### config.mk
export PLATFORM = sky130hd
export DESIGN_NAME = uhbp_port
export DESIGN_NICKNAME = d
export VERILOG_FILES = /design/src/common/uhbp_pkg.sv /design/src/core/uhbp_port.sv /design/src/core/uhbp_regs.sv
export SDC_FILE = /design/constraint.sdc
export NUM_CORES = 1
export LEC_CHECK = 0
export ABC_AREA = 0
export BUFFER_PORTS_ARGS = -buffer_cell sky130_fd_sc_hd__buf_4
export CORE_ASPECT_RATIO = 0.5
export CORE_MARGIN = 1.5
export CORE_UTILIZATION = 50
export CTS_BUF_LIST = sky130_fd_sc_hd__clkbuf_8
export DETAILED_ROUTE_END_ITERATION = 10
export PLACE_DENSITY = 0.82
export SYNTH_ARGS = -nofsm -noshare
export SYNTH_HDL_FRONTEND = slang
export SYNTH_SLANG_ARGS = --single-unit
### constraint.sdc
create_clock -name clock -period 4.29 [get_ports clock]
set_input_delay 0.6435 -clock clock [delete_from_list [all_inputs] [get_ports clock]]
set_output_delay 0.6435 -clock clock [all_outputs]
set_load 0.05 [all_outputs]
### src/common/uhbp_pkg.sv
package uhbp_pkg;

    // --------------------------------------------------------------
    // Widths and sizes
    // --------------------------------------------------------------
    localparam int          IDX_W     = 3;
    localparam int          DATA_W    = 8;
    localparam int          REG_COUNT = 8;

    // --------------------------------------------------------------
    // Levels and reset values
    // --------------------------------------------------------------
    localparam logic              SEL_HI_ON   = 1'b1;   // Active-high select level
    localparam logic              SEL_LO_ON   = 1'b0;   // Active-low select level
    localparam logic              STROBE_N_ON = 1'b0;   // Active-low strobe level
    localparam logic              STROBE_H_ON = 1'b1;   // Active-high strobe level
    localparam logic [DATA_W-1:0] REG_RESET   = 8'h00;
    localparam logic [IDX_W-1:0]  IDX_RESET   = 3'h0;

    // --------------------------------------------------------------
    // Carriers
    // --------------------------------------------------------------
    typedef struct packed {
        logic             sel_a;
        logic             sel_b;
        logic             sel_c_n;
        logic [IDX_W-1:0] idx;
    } uhbp_addr_type;

    typedef struct packed {
        logic              valid;
        logic [IDX_W-1:0]  idx;
        logic [DATA_W-1:0] data;
    } uhbp_wr_type;

    typedef struct packed {
        logic             valid;
        logic [IDX_W-1:0] idx;
    } uhbp_rd_type;

    // Access state, one-hot
    typedef enum logic [2:0] {
        ST_IDLE  = 3'b001,
        ST_READ  = 3'b010,
        ST_WRITE = 3'b100
    } uhbp_state_type;

    // Device counts as selected only with both high selects at 1 and low select at 0
    function automatic logic uhbp_is_selected(input uhbp_addr_type a);
        return (a.sel_a == SEL_HI_ON) && (a.sel_b == SEL_HI_ON) && (a.sel_c_n == SEL_LO_ON);
    endfunction : uhbp_is_selected

endpackage : uhbp_pkg

### src/core/uhbp_port.sv
// What this block does
// - The three register-select bits choose which internal register a host access reaches.
// - The device is selected only with both high selects at 1 and the low select at 0.
// - A read happens when either the low-active or the high-active read strobe is asserted.
// - With the address latch held low from the start, the live selects and index are used.
// - The eight-bit data bus is driven toward the host on reads and sampled on writes.
// - Data bit zero is the least significant bit and maps straight to register bit zero.
// - While read and selected, the addressed register contents go onto the data bus.
// - While write and selected with no read strobe asserted, the host data is loaded into the addressed register.
// - The drive-disable output is 0 while the host reads from the device.
// - The select indicator is high while the chip selects show the device enabled.
`timescale 1ns/10ps
`default_nettype none
module uhbp_port
    import uhbp_pkg::*;
(
    // Clock, reset, enable
    input  wire logic              clock,
    input  wire logic              rstn,
    input  wire logic              ce,
    // Host address and selects
    input  wire logic [IDX_W-1:0]  reg_index,
    input  wire logic              select_a_hi,
    input  wire logic              select_b_hi,
    input  wire logic              select_c_n,
    input  wire logic              addr_latch_n,
    // Host strobes
    input  wire logic              read_strobe_n,
    input  wire logic              read_strobe_hi,
    input  wire logic              write_strobe_n,
    input  wire logic              write_strobe_hi,
    // Host data bus, split three ways
    input  wire logic [DATA_W-1:0] data_in,
    output logic      [DATA_W-1:0] data_out,
    output logic                   data_oe,
    // Host side indicators
    output logic                   drive_disable_n,
    output logic                   selected_indicator,
    // Access events toward the rest of the device
    output uhbp_wr_type            wr_evt,
    output uhbp_rd_type            rd_evt
);

    // ----------------------------------------------------------
    // Address latch
    // ----------------------------------------------------------
    uhbp_addr_type  live_addr;
    uhbp_addr_type  lat_addr_r;
    uhbp_addr_type  eff_addr;
    logic           latch_prev_r;
    logic           tied_low_r;
    logic           latch_fall;
    logic           sel_eff;
    logic           rd_act;
    logic           wr_act;
    logic [DATA_W-1:0] rd_data;
    uhbp_state_type state_r;
    uhbp_state_type state_nxt;
    logic           wr_start;

    assign live_addr = '{sel_a: select_a_hi, sel_b: select_b_hi,
                         sel_c_n: select_c_n, idx: reg_index};
    assign latch_fall = latch_prev_r && !addr_latch_n;

    // Previous level of the latch strobe; resets to the tied-low level so a
    // strobe held low gives no false edge after reset
    always_ff @(posedge clock) begin
        if (!rstn) begin
            latch_prev_r <= 1'b0;
        end else if (ce) begin
            latch_prev_r <= addr_latch_n;
        end
    end

    // Strobe never seen high since reset means it is tied low
    always_ff @(posedge clock) begin
        if (!rstn) begin
            tied_low_r <= 1'b1;
        end else if (ce && addr_latch_n) begin
            tied_low_r <= 1'b0;
        end
    end

    // Capture on the falling edge only
    always_ff @(posedge clock) begin
        if (!rstn) begin
            lat_addr_r <= '{sel_a: ~SEL_HI_ON, sel_b: ~SEL_HI_ON,
                            sel_c_n: ~SEL_LO_ON, idx: IDX_RESET};
        end else if (ce && latch_fall) begin
            lat_addr_r <= live_addr;
        end
    end

    // Edge cycle passes live values so a same-cycle strobe sees them
    always_comb begin
        if (tied_low_r || latch_fall) begin
            eff_addr = live_addr;
        end else begin
            eff_addr = lat_addr_r;
        end
    end

    // ----------------------------------------------------------
    // Select and strobe decode
    // ----------------------------------------------------------
    assign sel_eff = uhbp_is_selected(eff_addr);
    // Strobes are ignored unless selected
    assign rd_act  = sel_eff && ((read_strobe_n == STROBE_N_ON) ||
                                 (read_strobe_hi == STROBE_H_ON));
    assign wr_act  = sel_eff && ((write_strobe_n == STROBE_N_ON) ||
                                 (write_strobe_hi == STROBE_H_ON));

    // ----------------------------------------------------------
    // Access state machine
    // ----------------------------------------------------------
    // Read wins when both strobes overlap; a write is taken once per strobe
    always_comb begin
        state_nxt = state_r;
        wr_start  = 1'b0;
        unique case (state_r)
            ST_IDLE: begin
                if (rd_act) begin
                    state_nxt = ST_READ;
                end else if (wr_act) begin
                    state_nxt = ST_WRITE;
                    wr_start  = 1'b1;
                end
            end
            ST_READ: begin
                if (!rd_act) begin
                    state_nxt = ST_IDLE;
                end
            end
            ST_WRITE: begin
                if (!wr_act) begin
                    state_nxt = ST_IDLE;
                end
            end
            default: begin
                state_nxt = ST_IDLE;
            end
        endcase
    end

    always_ff @(posedge clock) begin
        if (!rstn) begin
            state_r <= ST_IDLE;
        end else if (ce) begin
            state_r <= state_nxt;
        end
    end

    // ----------------------------------------------------------
    // Register store
    // ----------------------------------------------------------
    uhbp_regs u_regs (
        .clock   (clock),
        .rstn    (rstn),
        .ce      (ce),
        .wr_en   (wr_start),
        .wr_idx  (eff_addr.idx),
        .wr_data (data_in),
        .rd_idx  (eff_addr.idx),
        .rd_data (rd_data)
    );

    // ----------------------------------------------------------
    // Host bus outputs
    // ----------------------------------------------------------
    // Data refreshed every read cycle, so a changed register shows at once
    always_ff @(posedge clock) begin
        if (!rstn) begin
            data_out <= REG_RESET;
        end else if (ce && rd_act) begin
            data_out <= rd_data;
        end
    end

    // Bus floats whenever no selected read is active
    always_ff @(posedge clock) begin
        if (!rstn) begin
            data_oe         <= 1'b0;
            drive_disable_n <= 1'b1;
        end else if (ce) begin
            data_oe         <= rd_act;
            drive_disable_n <= !rd_act;
        end
    end

    // Follows the same select view the accesses use
    always_ff @(posedge clock) begin
        if (!rstn) begin
            selected_indicator <= 1'b0;
        end else if (ce) begin
            selected_indicator <= sel_eff;
        end
    end

    // ----------------------------------------------------------
    // Access events
    // ----------------------------------------------------------
    // One-cycle pulses at the start of each access
    always_ff @(posedge clock) begin
        if (!rstn) begin
            wr_evt <= '{valid: 1'b0, idx: IDX_RESET, data: REG_RESET};
            rd_evt <= '{valid: 1'b0, idx: IDX_RESET};
        end else if (ce) begin
            wr_evt <= '{valid: wr_start, idx: eff_addr.idx, data: data_in};
            rd_evt <= '{valid: (state_r == ST_IDLE) && rd_act, idx: eff_addr.idx};
        end
    end
endmodule : uhbp_port
`default_nettype wire

### src/core/uhbp_regs.sv
`timescale 1ns/10ps
`default_nettype none
module uhbp_regs
    import uhbp_pkg::*;
(
    // Clock and reset
    input  wire logic              clock,
    input  wire logic              rstn,
    input  wire logic              ce,
    // Write side
    input  wire logic              wr_en,
    input  wire logic [IDX_W-1:0]  wr_idx,
    input  wire logic [DATA_W-1:0] wr_data,
    // Read side
    input  wire logic [IDX_W-1:0]  rd_idx,
    output logic      [DATA_W-1:0] rd_data
);

    logic [DATA_W-1:0] mem_r [REG_COUNT];

    // ----------------------------------------------------------
    // Register store
    // ----------------------------------------------------------
    // Byte stored bit for bit, bit 0 stays least significant
    always_ff @(posedge clock) begin
        if (!rstn) begin
            for (int i = 0; i < REG_COUNT; i++) begin
                mem_r[i] <= REG_RESET;
            end
        end else if (ce && wr_en) begin
            mem_r[wr_idx] <= wr_data;
        end
    end

    // Combinational read, registered by the caller
    assign rd_data = mem_r[rd_idx];

endmodule : uhbp_regs
`default_nettype wire

# After elaboration in Yosys (flattened, before gate mapping)
# Memories as Yosys holds them, arrays and structs flattened. A register that Yosys moved wholly into a read port is not among the register bits.
# Cells that the tools add are included.
[word_totals]
ff_bits = 27
ramBits = 64
inputBits = 22
elab_cells = 58
memories = 1
[op_classes]
eq_ne = 6
mux = 16
n_bitwise = 3
n_reduce_logical = 18
[mem_list]
columns = ["memory", "depth", "width", "read_ports", "rd_ports_with_merged_regs", "write_ports", "line", "rtl"]
rows = [
  ["u_regs.mem_r", 8, 8, 1, 1, 8, "uhbp_regs.sv:19", "logic [DATA_W-1:0] mem_r [REG_COUNT];"],
]
[ops]
columns = ["operator", "n"]
rows = [
  ["two-way mux 3 bit", 5],
  ["logical AND 1 bit", 10],
  ["case mux 3 bit (3 select lines)", 1],
  ["two-way mux 1 bit", 8],
  ["two-way mux 8 bit", 1],
  ["OR reduction 8 bit", 1],
  ["two-way mux 6 bit", 1],
  ["!= test 2 bit (second input constant)", 2],
  ["AND reduction 4 bit", 1],
  ["== test 3 x 1 -> 1 bit (second input constant)", 1],
  ["== test 3 x 2 -> 1 bit (second input constant)", 1],
  ["== test 3 bit (second input constant)", 1],
  ["logical NOT 1 bit", 3],
  ["logical OR 1 bit", 3],
  ["!= test 3 bit (second input constant)", 1],
  ["NOT 1 bit", 3],
]

# Logic depth before layout (Yosys ltp)
# Gate-level depths: netlist of the first run.
[logic_depth]
ltp_word = 16
mapped_depth = 9

# Hierarchy
# Synthesis of the first run repeated with hierarchy kept, for this count alone.
[unflattened]
cells_unflattened = 347
area_unflattened_um2 = 4485.6
[by_module_without_submodules]
columns = ["mod", "n_inst", "cells_per_inst", "area_each_um2", "seq_area_each_um2"]
rows = [
  ["uhbp_regs", 1, 194, 2982.9, 1921.8],
  ["uhbp_port", 1, 153, 1502.7, 700.7],
]

# Worst setup path before layout of the first run
# No wires, ideal clock.
[synth_path]
kind = "input to register"
startpoint = "in addr_latch_n"
endpoint = "mem u_regs.mem_r[2][0] (enable)"
arrival_ns = 2.667
required_time_ns = 3.906
path_slack_ns = 1.239
cell_stages = 7
n_path_buf = 2
cell_sequence = "nor2b_1 -> or4_1 -> buf_2 -> a2111o_1 -> or2_1 -> buf_6 -> o21ai_0"
[synth_lines]
columns = ["item", "line", "rtl"]
rows = [
  ["start, declared", "uhbp_port.sv:26", "input wire logic addr_latch_n,"],
  ["end, declared", "uhbp_regs.sv:19", ""],
]

==> results_dict.tcl, run 1 <==
set metrics [dict create \
    syn_area_mm2 0.004493 \
    worst_pin_slew_ns 1.282 \
    routedWlPerCell_um 17.71 \
    grtUsageTotal_pct 22.32 \
    swShare_pct 26.08 \
    comb_power_share_pct 12.1 \
    nFillCells 726 \
    cts_buffers 9 \
    cts.path.max_buffers 2 \
    required_ns 4.37 \
    die_y_um 70.03 \
    clkPwrFrac_pct 30.4 \
    path_max_fanout 11 \
    regToRegSetupSlack_ns 1.29 \
    antenna_found_initial 0 \
    root_buffer "clkbuf_8" \
    cts_resized 0 \
    worst_r2r_path_depth 6 \
    core-area_mm2 0.008708 \
    ir_worst_vdd_uv 155.8 \
    drc 0 \
    setup_viol 0 \
    max_freq_mhz 333.6 \
    leakage_nw 2.041 \
    postCtsSetupBuffers 0 \
    fin_util_pct 59.35 \
    critical_path_class "in -> reg" \
    fin_nets 472 \
    drtPass1Iterations 4 \
    ys_seq_area_share_pct 58.37 \
    antenna_cells 0 \
    min_path_type "reg -> reg" \
    cp_data_arrival_time_ns 3.08 \
    grt_max_degree 30 \
    start_util_pct 51.59 \
    worstSetupEndpointType "register" \
    slew_violations 0 \
    clk-insertion-delay-late_ns 0.37 \
    grt_pass1_vias 2917 \
    synth_seq_cells 99 \
    internal_power_mw 1.361 \
    timing.max_cap.violations 0 \
    syn_nets 424 \
    multi_input_area_mm2 0.001733 \
    grt_pass1_wl_mm 15.45 \
    post-route-period-util_pct 69.88 \
    finalHoldViolCount 0 \
    gp_congestion 0.8754 \
    power_density_mw_per_mm2 356.2 \
    p_seq_share_pct 57.5 \
    timing.setup.tns_ns 0 \
    syn_avg_cell_area_um2 11.18 \
    ys_warn_count 0 \
    crit_path_start_kind "input pin" \
    drive_gt1_share_pct 20.44 \
    drtIter0Drc 258 \
    cts_sinks 99 \
    r2r_start "latch_prev_r$_SDFFE_PN0P_" \
    total_power_mw 1.841 \
    vias 3211 \
    finalClockSkew_ns 0.009330 \
    cts_max_level 3 \
    hold_depth 2 \
    reg2reg_to "u_regs.mem_r[0][7]$_SDFFCE_PN0P_" \
    syn_inst 402 \
    area_delta_synth_final_pct 15.04 \
    die_area_mm2 0.009598 \
    grt_setup_unrepaired "false" \
    die_x_um 137.1 \
    grt_overflow 0 \
    fin_crit_ns 2.998 \
    outcome "complete, no violations" \
    rows 24 \
    slew_headroom_pct 13.64 \
    hold_end "lat_addr_r[5]$_SDFFE_PN0P_" \
    path_clk_slew_ns 0.08 \
    regArea_mm2 0.002623 \
    hold_start "lat_addr_r[5]$_SDFFE_PN0P_" \
    total_switching_power_mw 0.4801 \
    ant_nets 0 \
    portBuffers 48 \
    yosysUniqueCellTypes 40 \
    dp_hpwl_mm 7.011 \
    wl_mm 10.13 \
    vias_per_cell 5.614 \
    ios 49 \
    cts_hold_buffers 0 \
    cts_tree "built" \
]
-- synthesized netlist by cell type --
cell,n,area (um2)
clkinv_1,1,3.750
o221a_2,6,67.56
or2_1,1,6.260
a21oi_1,13,65.06
nand2b_4,1,13.76
buf_1,1,3.750
buf_2,5,25.02
dfxtp_1,35,700.7
o22a_1,4,35.03
inv_1,5,18.77
o211ai_1,2,15.01
a2111o_1,1,11.26
a211oi_1,1,7.510
buf_4,3,22.52
a221oi_1,1,8.760
nor2_4,4,45.04
a31oi_1,6,37.54
nor3b_1,2,15.01
nor2b_1,1,6.260
nor3_1,3,15.01
nand2b_1,5,31.28
nand3_1,33,165.2
clkbuf_1,14,52.55
nor2_2,4,25.02
o2111ai_1,1,8.760
nand3b_1,4,30.03
edfxtp_1,64,1922
or3b_2,1,8.760
o21ai_0,27,135.1
or4_1,1,7.510
mux2i_1,28,280.3
a32oi_1,1,8.760
a311oi_1,1,8.760
and2_1,65,406.6
nor2_1,20,75.07
and3_1,9,56.30
a2111oi_0,1,8.760
nand2_1,20,75.07
o221ai_1,6,52.55
buf_6,1,11.26
-- per-layer routing --
| metal | up-vias | part of all wire, % | track usage [%] |
|---|---|---|---|
| li1 | 1550 | - | - |
| met3 | 12 | 7.1 | 6.100 |
| met5 | - | 0 | 0 |
| met2 | 109 | 44 | 32.89 |
| met1 | 1540 | 47 | 31.42 |
| met4 | 0 | 1.6 | 8.772 |
-- sequential cells by signal, indices dropped and copies added, names as in the netlist --
name,flops
u_regs.mem_r,64
wr_evt,9
data_out,8
lat_addr_r,6
rd_evt,4
state_r,3
data_oe,1
drive_disable_n,1
latch_prev_r,1
selected_indicator,1
tied_low_r,1
-- cells by family after synthesis --
| logic type | Yosys count | share of synthesized area, % |
|---|---|---|
| AO/OA/AOI/OAI | 71 | 10.47 |
| buffers and inverters | 30 | 3.063 |
| flip-flops | 99 | 58.37 |
| multiplexers | 28 | 6.238 |
| AND/OR/NAND/NOR | 174 | 21.86 |
-- worst max-delay path, cell delays in order --
cell and delay [ns]:
buf_4 0.12, nor2b_1 0.51, o2111ai_1 0.33, a2111o_1 0.57, or2_1 0.43, o21ai_0 0.27
buf_4 0.20
-- worst max path at each step --
stage | from | endpoint
after CTS | latch_prev_r$_SDFFE_PN0P_ | u_regs.mem_r[0][0]$_SDFFCE_PN0P_
after global placement | addr_latch_n | u_regs.mem_r[0][1]$_SDFFCE_PN0P_
after floorplan | addr_latch_n | u_regs.mem_r[2][0]$_SDFFCE_PN0P_
after global routing | latch_prev_r$_SDFFE_PN0P_ | u_regs.mem_r[6][3]$_SDFFCE_PN0P_
after detailed placement | addr_latch_n | u_regs.mem_r[0][5]$_SDFFCE_PN0P_
final | addr_latch_n | u_regs.mem_r[0][7]$_SDFFCE_PN0P_
-- metrics by stage --
| stage | setup slack [ns] | cells | cell area [um2] | hold WS, ns |
|---|---|---|---|---|
| 2_1_floorplan | 1.239 | 402 | 4493 | 0.4364 |
| 3_3_place_gp | 1.082 | 556 | 4982 | 0.4465 |
| 3_5_place_dp | 0.9587 | 556 | 4982 | 0.4481 |
| 4_1_cts | 1.317 | 572 | 5169 | 0.4600 |
| 5_1_grt | 1.113 | 572 | 5169 | 0.4936 |
| 6_report | 1.292 | 572 | 5169 | 0.4583 |
-- cells in the final DEF (no fill, tap or decap), drive strengths merged, types with 2 or more instances in the layout --
master	Yosys	routed
edfxtp	64	64
a21oi	13	13
nor2	28	28
and3	9	9
o211ai	2	2
inv	5	6
o221ai	6	6
buf	10	61
clkbuf	14	11
nor3	3	3
o22a	4	4
nor3b	2	2
dfxtp	35	35
mux2i	28	28
and2	65	65
nand3b	4	4
a31oi	6	6
nand3	33	33
o221a	6	6
nand2	20	20
nand2b	6	6
o21ai	27	27
clkinv	1	4
-- final cells by class --
class,count,share of cell area [%]
inverter,6,0.4357
clock buffer,11,2.929
multi-input combinational,273,33.53
tap,117,2.832
sequential,99,50.74
timing repair buffer,61,8.860
clock inverter,5,0.6778
-- power groups by stage --
stage	combinational (mW)	clock [mW]	sequential (mW)
6_report	0.223	0.559	1.06
5_1_grt	0.239	0.607	1.06
4_1_cts	0.222	0.569	1.06
3_5_place_dp	0.221	0	1.08
3_3_place_gp	0.219	0	1.08
2_1_floorplan	0.109	0	1.11
Power figures use the tool's default switching activity.
==> run 2: changes to the inputs <==
--- a/config.mk
+++ b/config.mk
@@ -5,14 +5,14 @@
 export SDC_FILE = /design/constraint.sdc
 export NUM_CORES = 1
 export LEC_CHECK = 0
-export ABC_AREA = 0
+export ABC_AREA = 1
 export BUFFER_PORTS_ARGS = -buffer_cell sky130_fd_sc_hd__buf_4
 export CORE_ASPECT_RATIO = 0.5
 export CORE_MARGIN = 1.5
 export CORE_UTILIZATION = 50
 export CTS_BUF_LIST = sky130_fd_sc_hd__clkbuf_8
 export DETAILED_ROUTE_END_ITERATION = 10
-export PLACE_DENSITY = 0.82
+export PLACE_DENSITY = 0.84
 export SYNTH_ARGS = -nofsm -noshare
 export SYNTH_HDL_FRONTEND = slang
 export SYNTH_SLANG_ARGS = --single-unit
==> constraint.sdc (replaced) <==
create_clock -name clock -period 2.5 [get_ports clock]
set_input_delay 0.375 -clock clock [delete_from_list [all_inputs] [get_ports clock]]
set_output_delay 0.375 -clock clock [all_outputs]
set_load 0.05 [all_outputs]
==> results_dict.tcl, run 2 <==
set metrics [dict create \
    finalClockSkew_ns 0.01514 \
    dp_hpwl_mm 7.003 \
    required_ns 2.55 \
    cts_max_level 3 \
    final_cell_mix "nand2_1 (102), nor2_1 (89), inv_1 (78), buf_4 (64), edfxtp_1 (64)" \
    synth-async-reset-ratio_pct 0 \
    worstSetupEndpointType "register" \
    grt_setup_unrepaired "false" \
    setup_viol 0 \
    timing.setup.tns_ns 0 \
    ir_worst_vdd_uv 409.7 \
    synthTopCellsByArea "edfxtp_1 (43%), dfxtp_1 (16%), nand2_1 (8.6%)" \
    cp.buffers_inverters 1 \
    path_cells "nand2_1, nand2_2, nand2_1, nand2_2, nand2_1, nor3_4, buf_4, nand3_2, nand2_1" \
    nFillCells 715 \
    crit_path_top_delay_cell "dfxtp_1" \
    antenna_cells 0 \
    synth_commonest_cells "nand2_1 (102), nor2_1 (89), inv_1 (77), edfxtp_1 (64), nand3_1 (53)" \
    outcome "complete, no violations" \
    slew_headroom_pct 56.07 \
    ant_nets 0 \
    vias 3589 \
    cp_data_arrival_time_ns 2.14 \
    dpl_cell_area_mm2 0.005021 \
    drtPass1Iterations 5 \
    drtIter0Drc 303 \
    grt_overflow 0 \
    postCtsSetupBuffers 0 \
    regMostFlops "u_regs.mem_r" \
    fin_nets 598 \
    wl_mm 10.04 \
    grtUsageTotal_pct 22.29 \
    largest_reg_flops 64 \
    syn_inst 520 \
    yosysUniqueCellTypes 21 \
    yosysMostFrequentCell "nand2_1" \
    crit_path_start_kind "register" \
    clk-insertion-delay-late_ns 0.38 \
    timing.max_cap.violations 0 \
    cts.path.max_buffers 2 \
    core-area_mm2 0.008678 \
    ios 49 \
    die_area_mm2 0.009529 \
    drive_gt1_share_pct 17.21 \
    start_util_pct 51.38 \
    cts_buffers 9 \
    ys_warn_count 0 \
    ys_seq_area_share_pct 58.81 \
    vias_per_cell 5.142 \
    synthFlopType "edfxtp_1" \
    power_density_mw_per_mm2 654.5 \
    syn_nets 542 \
    root_buffer "clkbuf_8" \
    crit_top_cell "nand2_1" \
    area_delta_synth_final_pct 17.65 \
    synth_top_cell_by_area "edfxtp_1" \
    slew_violations 0 \
    total_power_mw 3.434 \
    synth-edff-count 64 \
    path_max_fanout 13 \
    path_clk_slew_ns 0.10 \
    fin_crit_ns 2.093 \
    critical_path_class "reg -> reg" \
    syn_avg_cell_area_um2 8.576 \
    die_x_um 136.6 \
    post-route-period-util_pct 83.71 \
    crit_family "simple AND/OR/NAND/NOR gates" \
    finalHoldViolCount 0 \
    grt_pass1_vias 3289 \
    leakage_nw 2.324 \
    rows 24 \
    cts_hold_buffers 0 \
    antenna_found_initial 0 \
    synth_seq_cells 99 \
    final_common_cell "nand2_1" \
    cts_tree "built" \
    min_path_type "in -> reg" \
    drc 0 \
    reg.largest.list "u_regs.mem_r: 64 flops, wr_evt: 9 flops, data_out: 8 flops" \
    grt_max_degree 45 \
    die_y_um 69.78 \
    cts_sinks 99 \
    max_freq_mhz 477.8 \
    worst_pin_slew_ns 0.6566 \
    slowest_delay_ns 0.37 \
    grt_pass1_wl_mm 15.84 \
    synth.top_cell.area_share_pct 43.10 \
    fin_hold_ws_ns 0.1854 \
    gp_congestion 0.9127 \
    syn_area_mm2 0.004459 \
    portBuffers 48 \
    cts_resized 0 \
    final_cell_area_mm2 0.005246 \
    routedWlPerCell_um 14.39 \
]
-- run 2: changes by cell type after synthesis, moves of 7 or more --
cell and delta:
mux2i_1 -28, and3_1 -9, nand3_1 +20, clkinv_1 +7
and2_1 -65, nand2_1 +82, o211ai_1 +7, nand3_2 +8
nor2_1 +69, inv_1 +72
-- run 2: area by class of cell --
cell class	instances	area, um2	share of cell area [%]
Sequential cell	99	2623	49.99
Multi-Input combinational cell	314	1425	27.16
Tap cell	117	146.4	2.790
Clock buffer	10	137.6	2.623
Timing Repair Buffer	65	500.5	9.540
Clock inverter	6	87.58	1.669
Inverter	87	326.6	6.225
-- run 2: final timing paths --
check / startpoint / endpoint / slack [ns] / cells past startpoint
min: addr_latch_n / tied_low_r$_SDFFE_PN1P_ / 0.19 / 2
min reg2reg: data_oe$_SDFFE_PN0P_ / data_oe$_SDFFE_PN0P_ / 0.49 / 2
max reg2reg: latch_prev_r$_SDFFE_PN0P_ / u_regs.mem_r[2][2]$_SDFFCE_PN0P_ / 0.41 / 9
max: latch_prev_r$_SDFFE_PN0P_ / u_regs.mem_r[2][2]$_SDFFCE_PN0P_ / 0.41 / 9
-- run 2: through the flow --
stage                     util [%]  instances  setup slack [ns]
final                        60.45        698            0.4072
after CTS                    60.45        698            0.4088
after floorplan                  -        520            0.4922
after global placement       57.86        682            0.3179
after detailed placement     57.86        682            0.2585
after global routing         60.45        698            0.2456
-- run 2: cell families after synthesis --
kind of cell / synth area share [%]
AO/OA/AOI/OAI: 6.397
buffers and inverters: 9.400
flip-flops: 58.81
AND/OR/NAND/NOR: 25.39
-- run 2: metal layers --
| layer | wire length [um] | vias to the layer above | track usage, % |
|---|---|---|---|
| met4 | 207 | 0 | 9.693 |
| met3 | 911 | 20 | 5.702 |
| met1 | 4293 | 1638 | 29.90 |
| li1 | - | 1771 | - |
| met5 | 0 | - | 0 |
| met2 | 4630 | 160 | 34.34 |
-- run 2: power breakdown --
group	switching (mW)	internal [mW]	total (mW)
logic	0.332	0.136	0.468
registers	0.0291	1.80	1.83
clock network	0.547	0.593	1.14
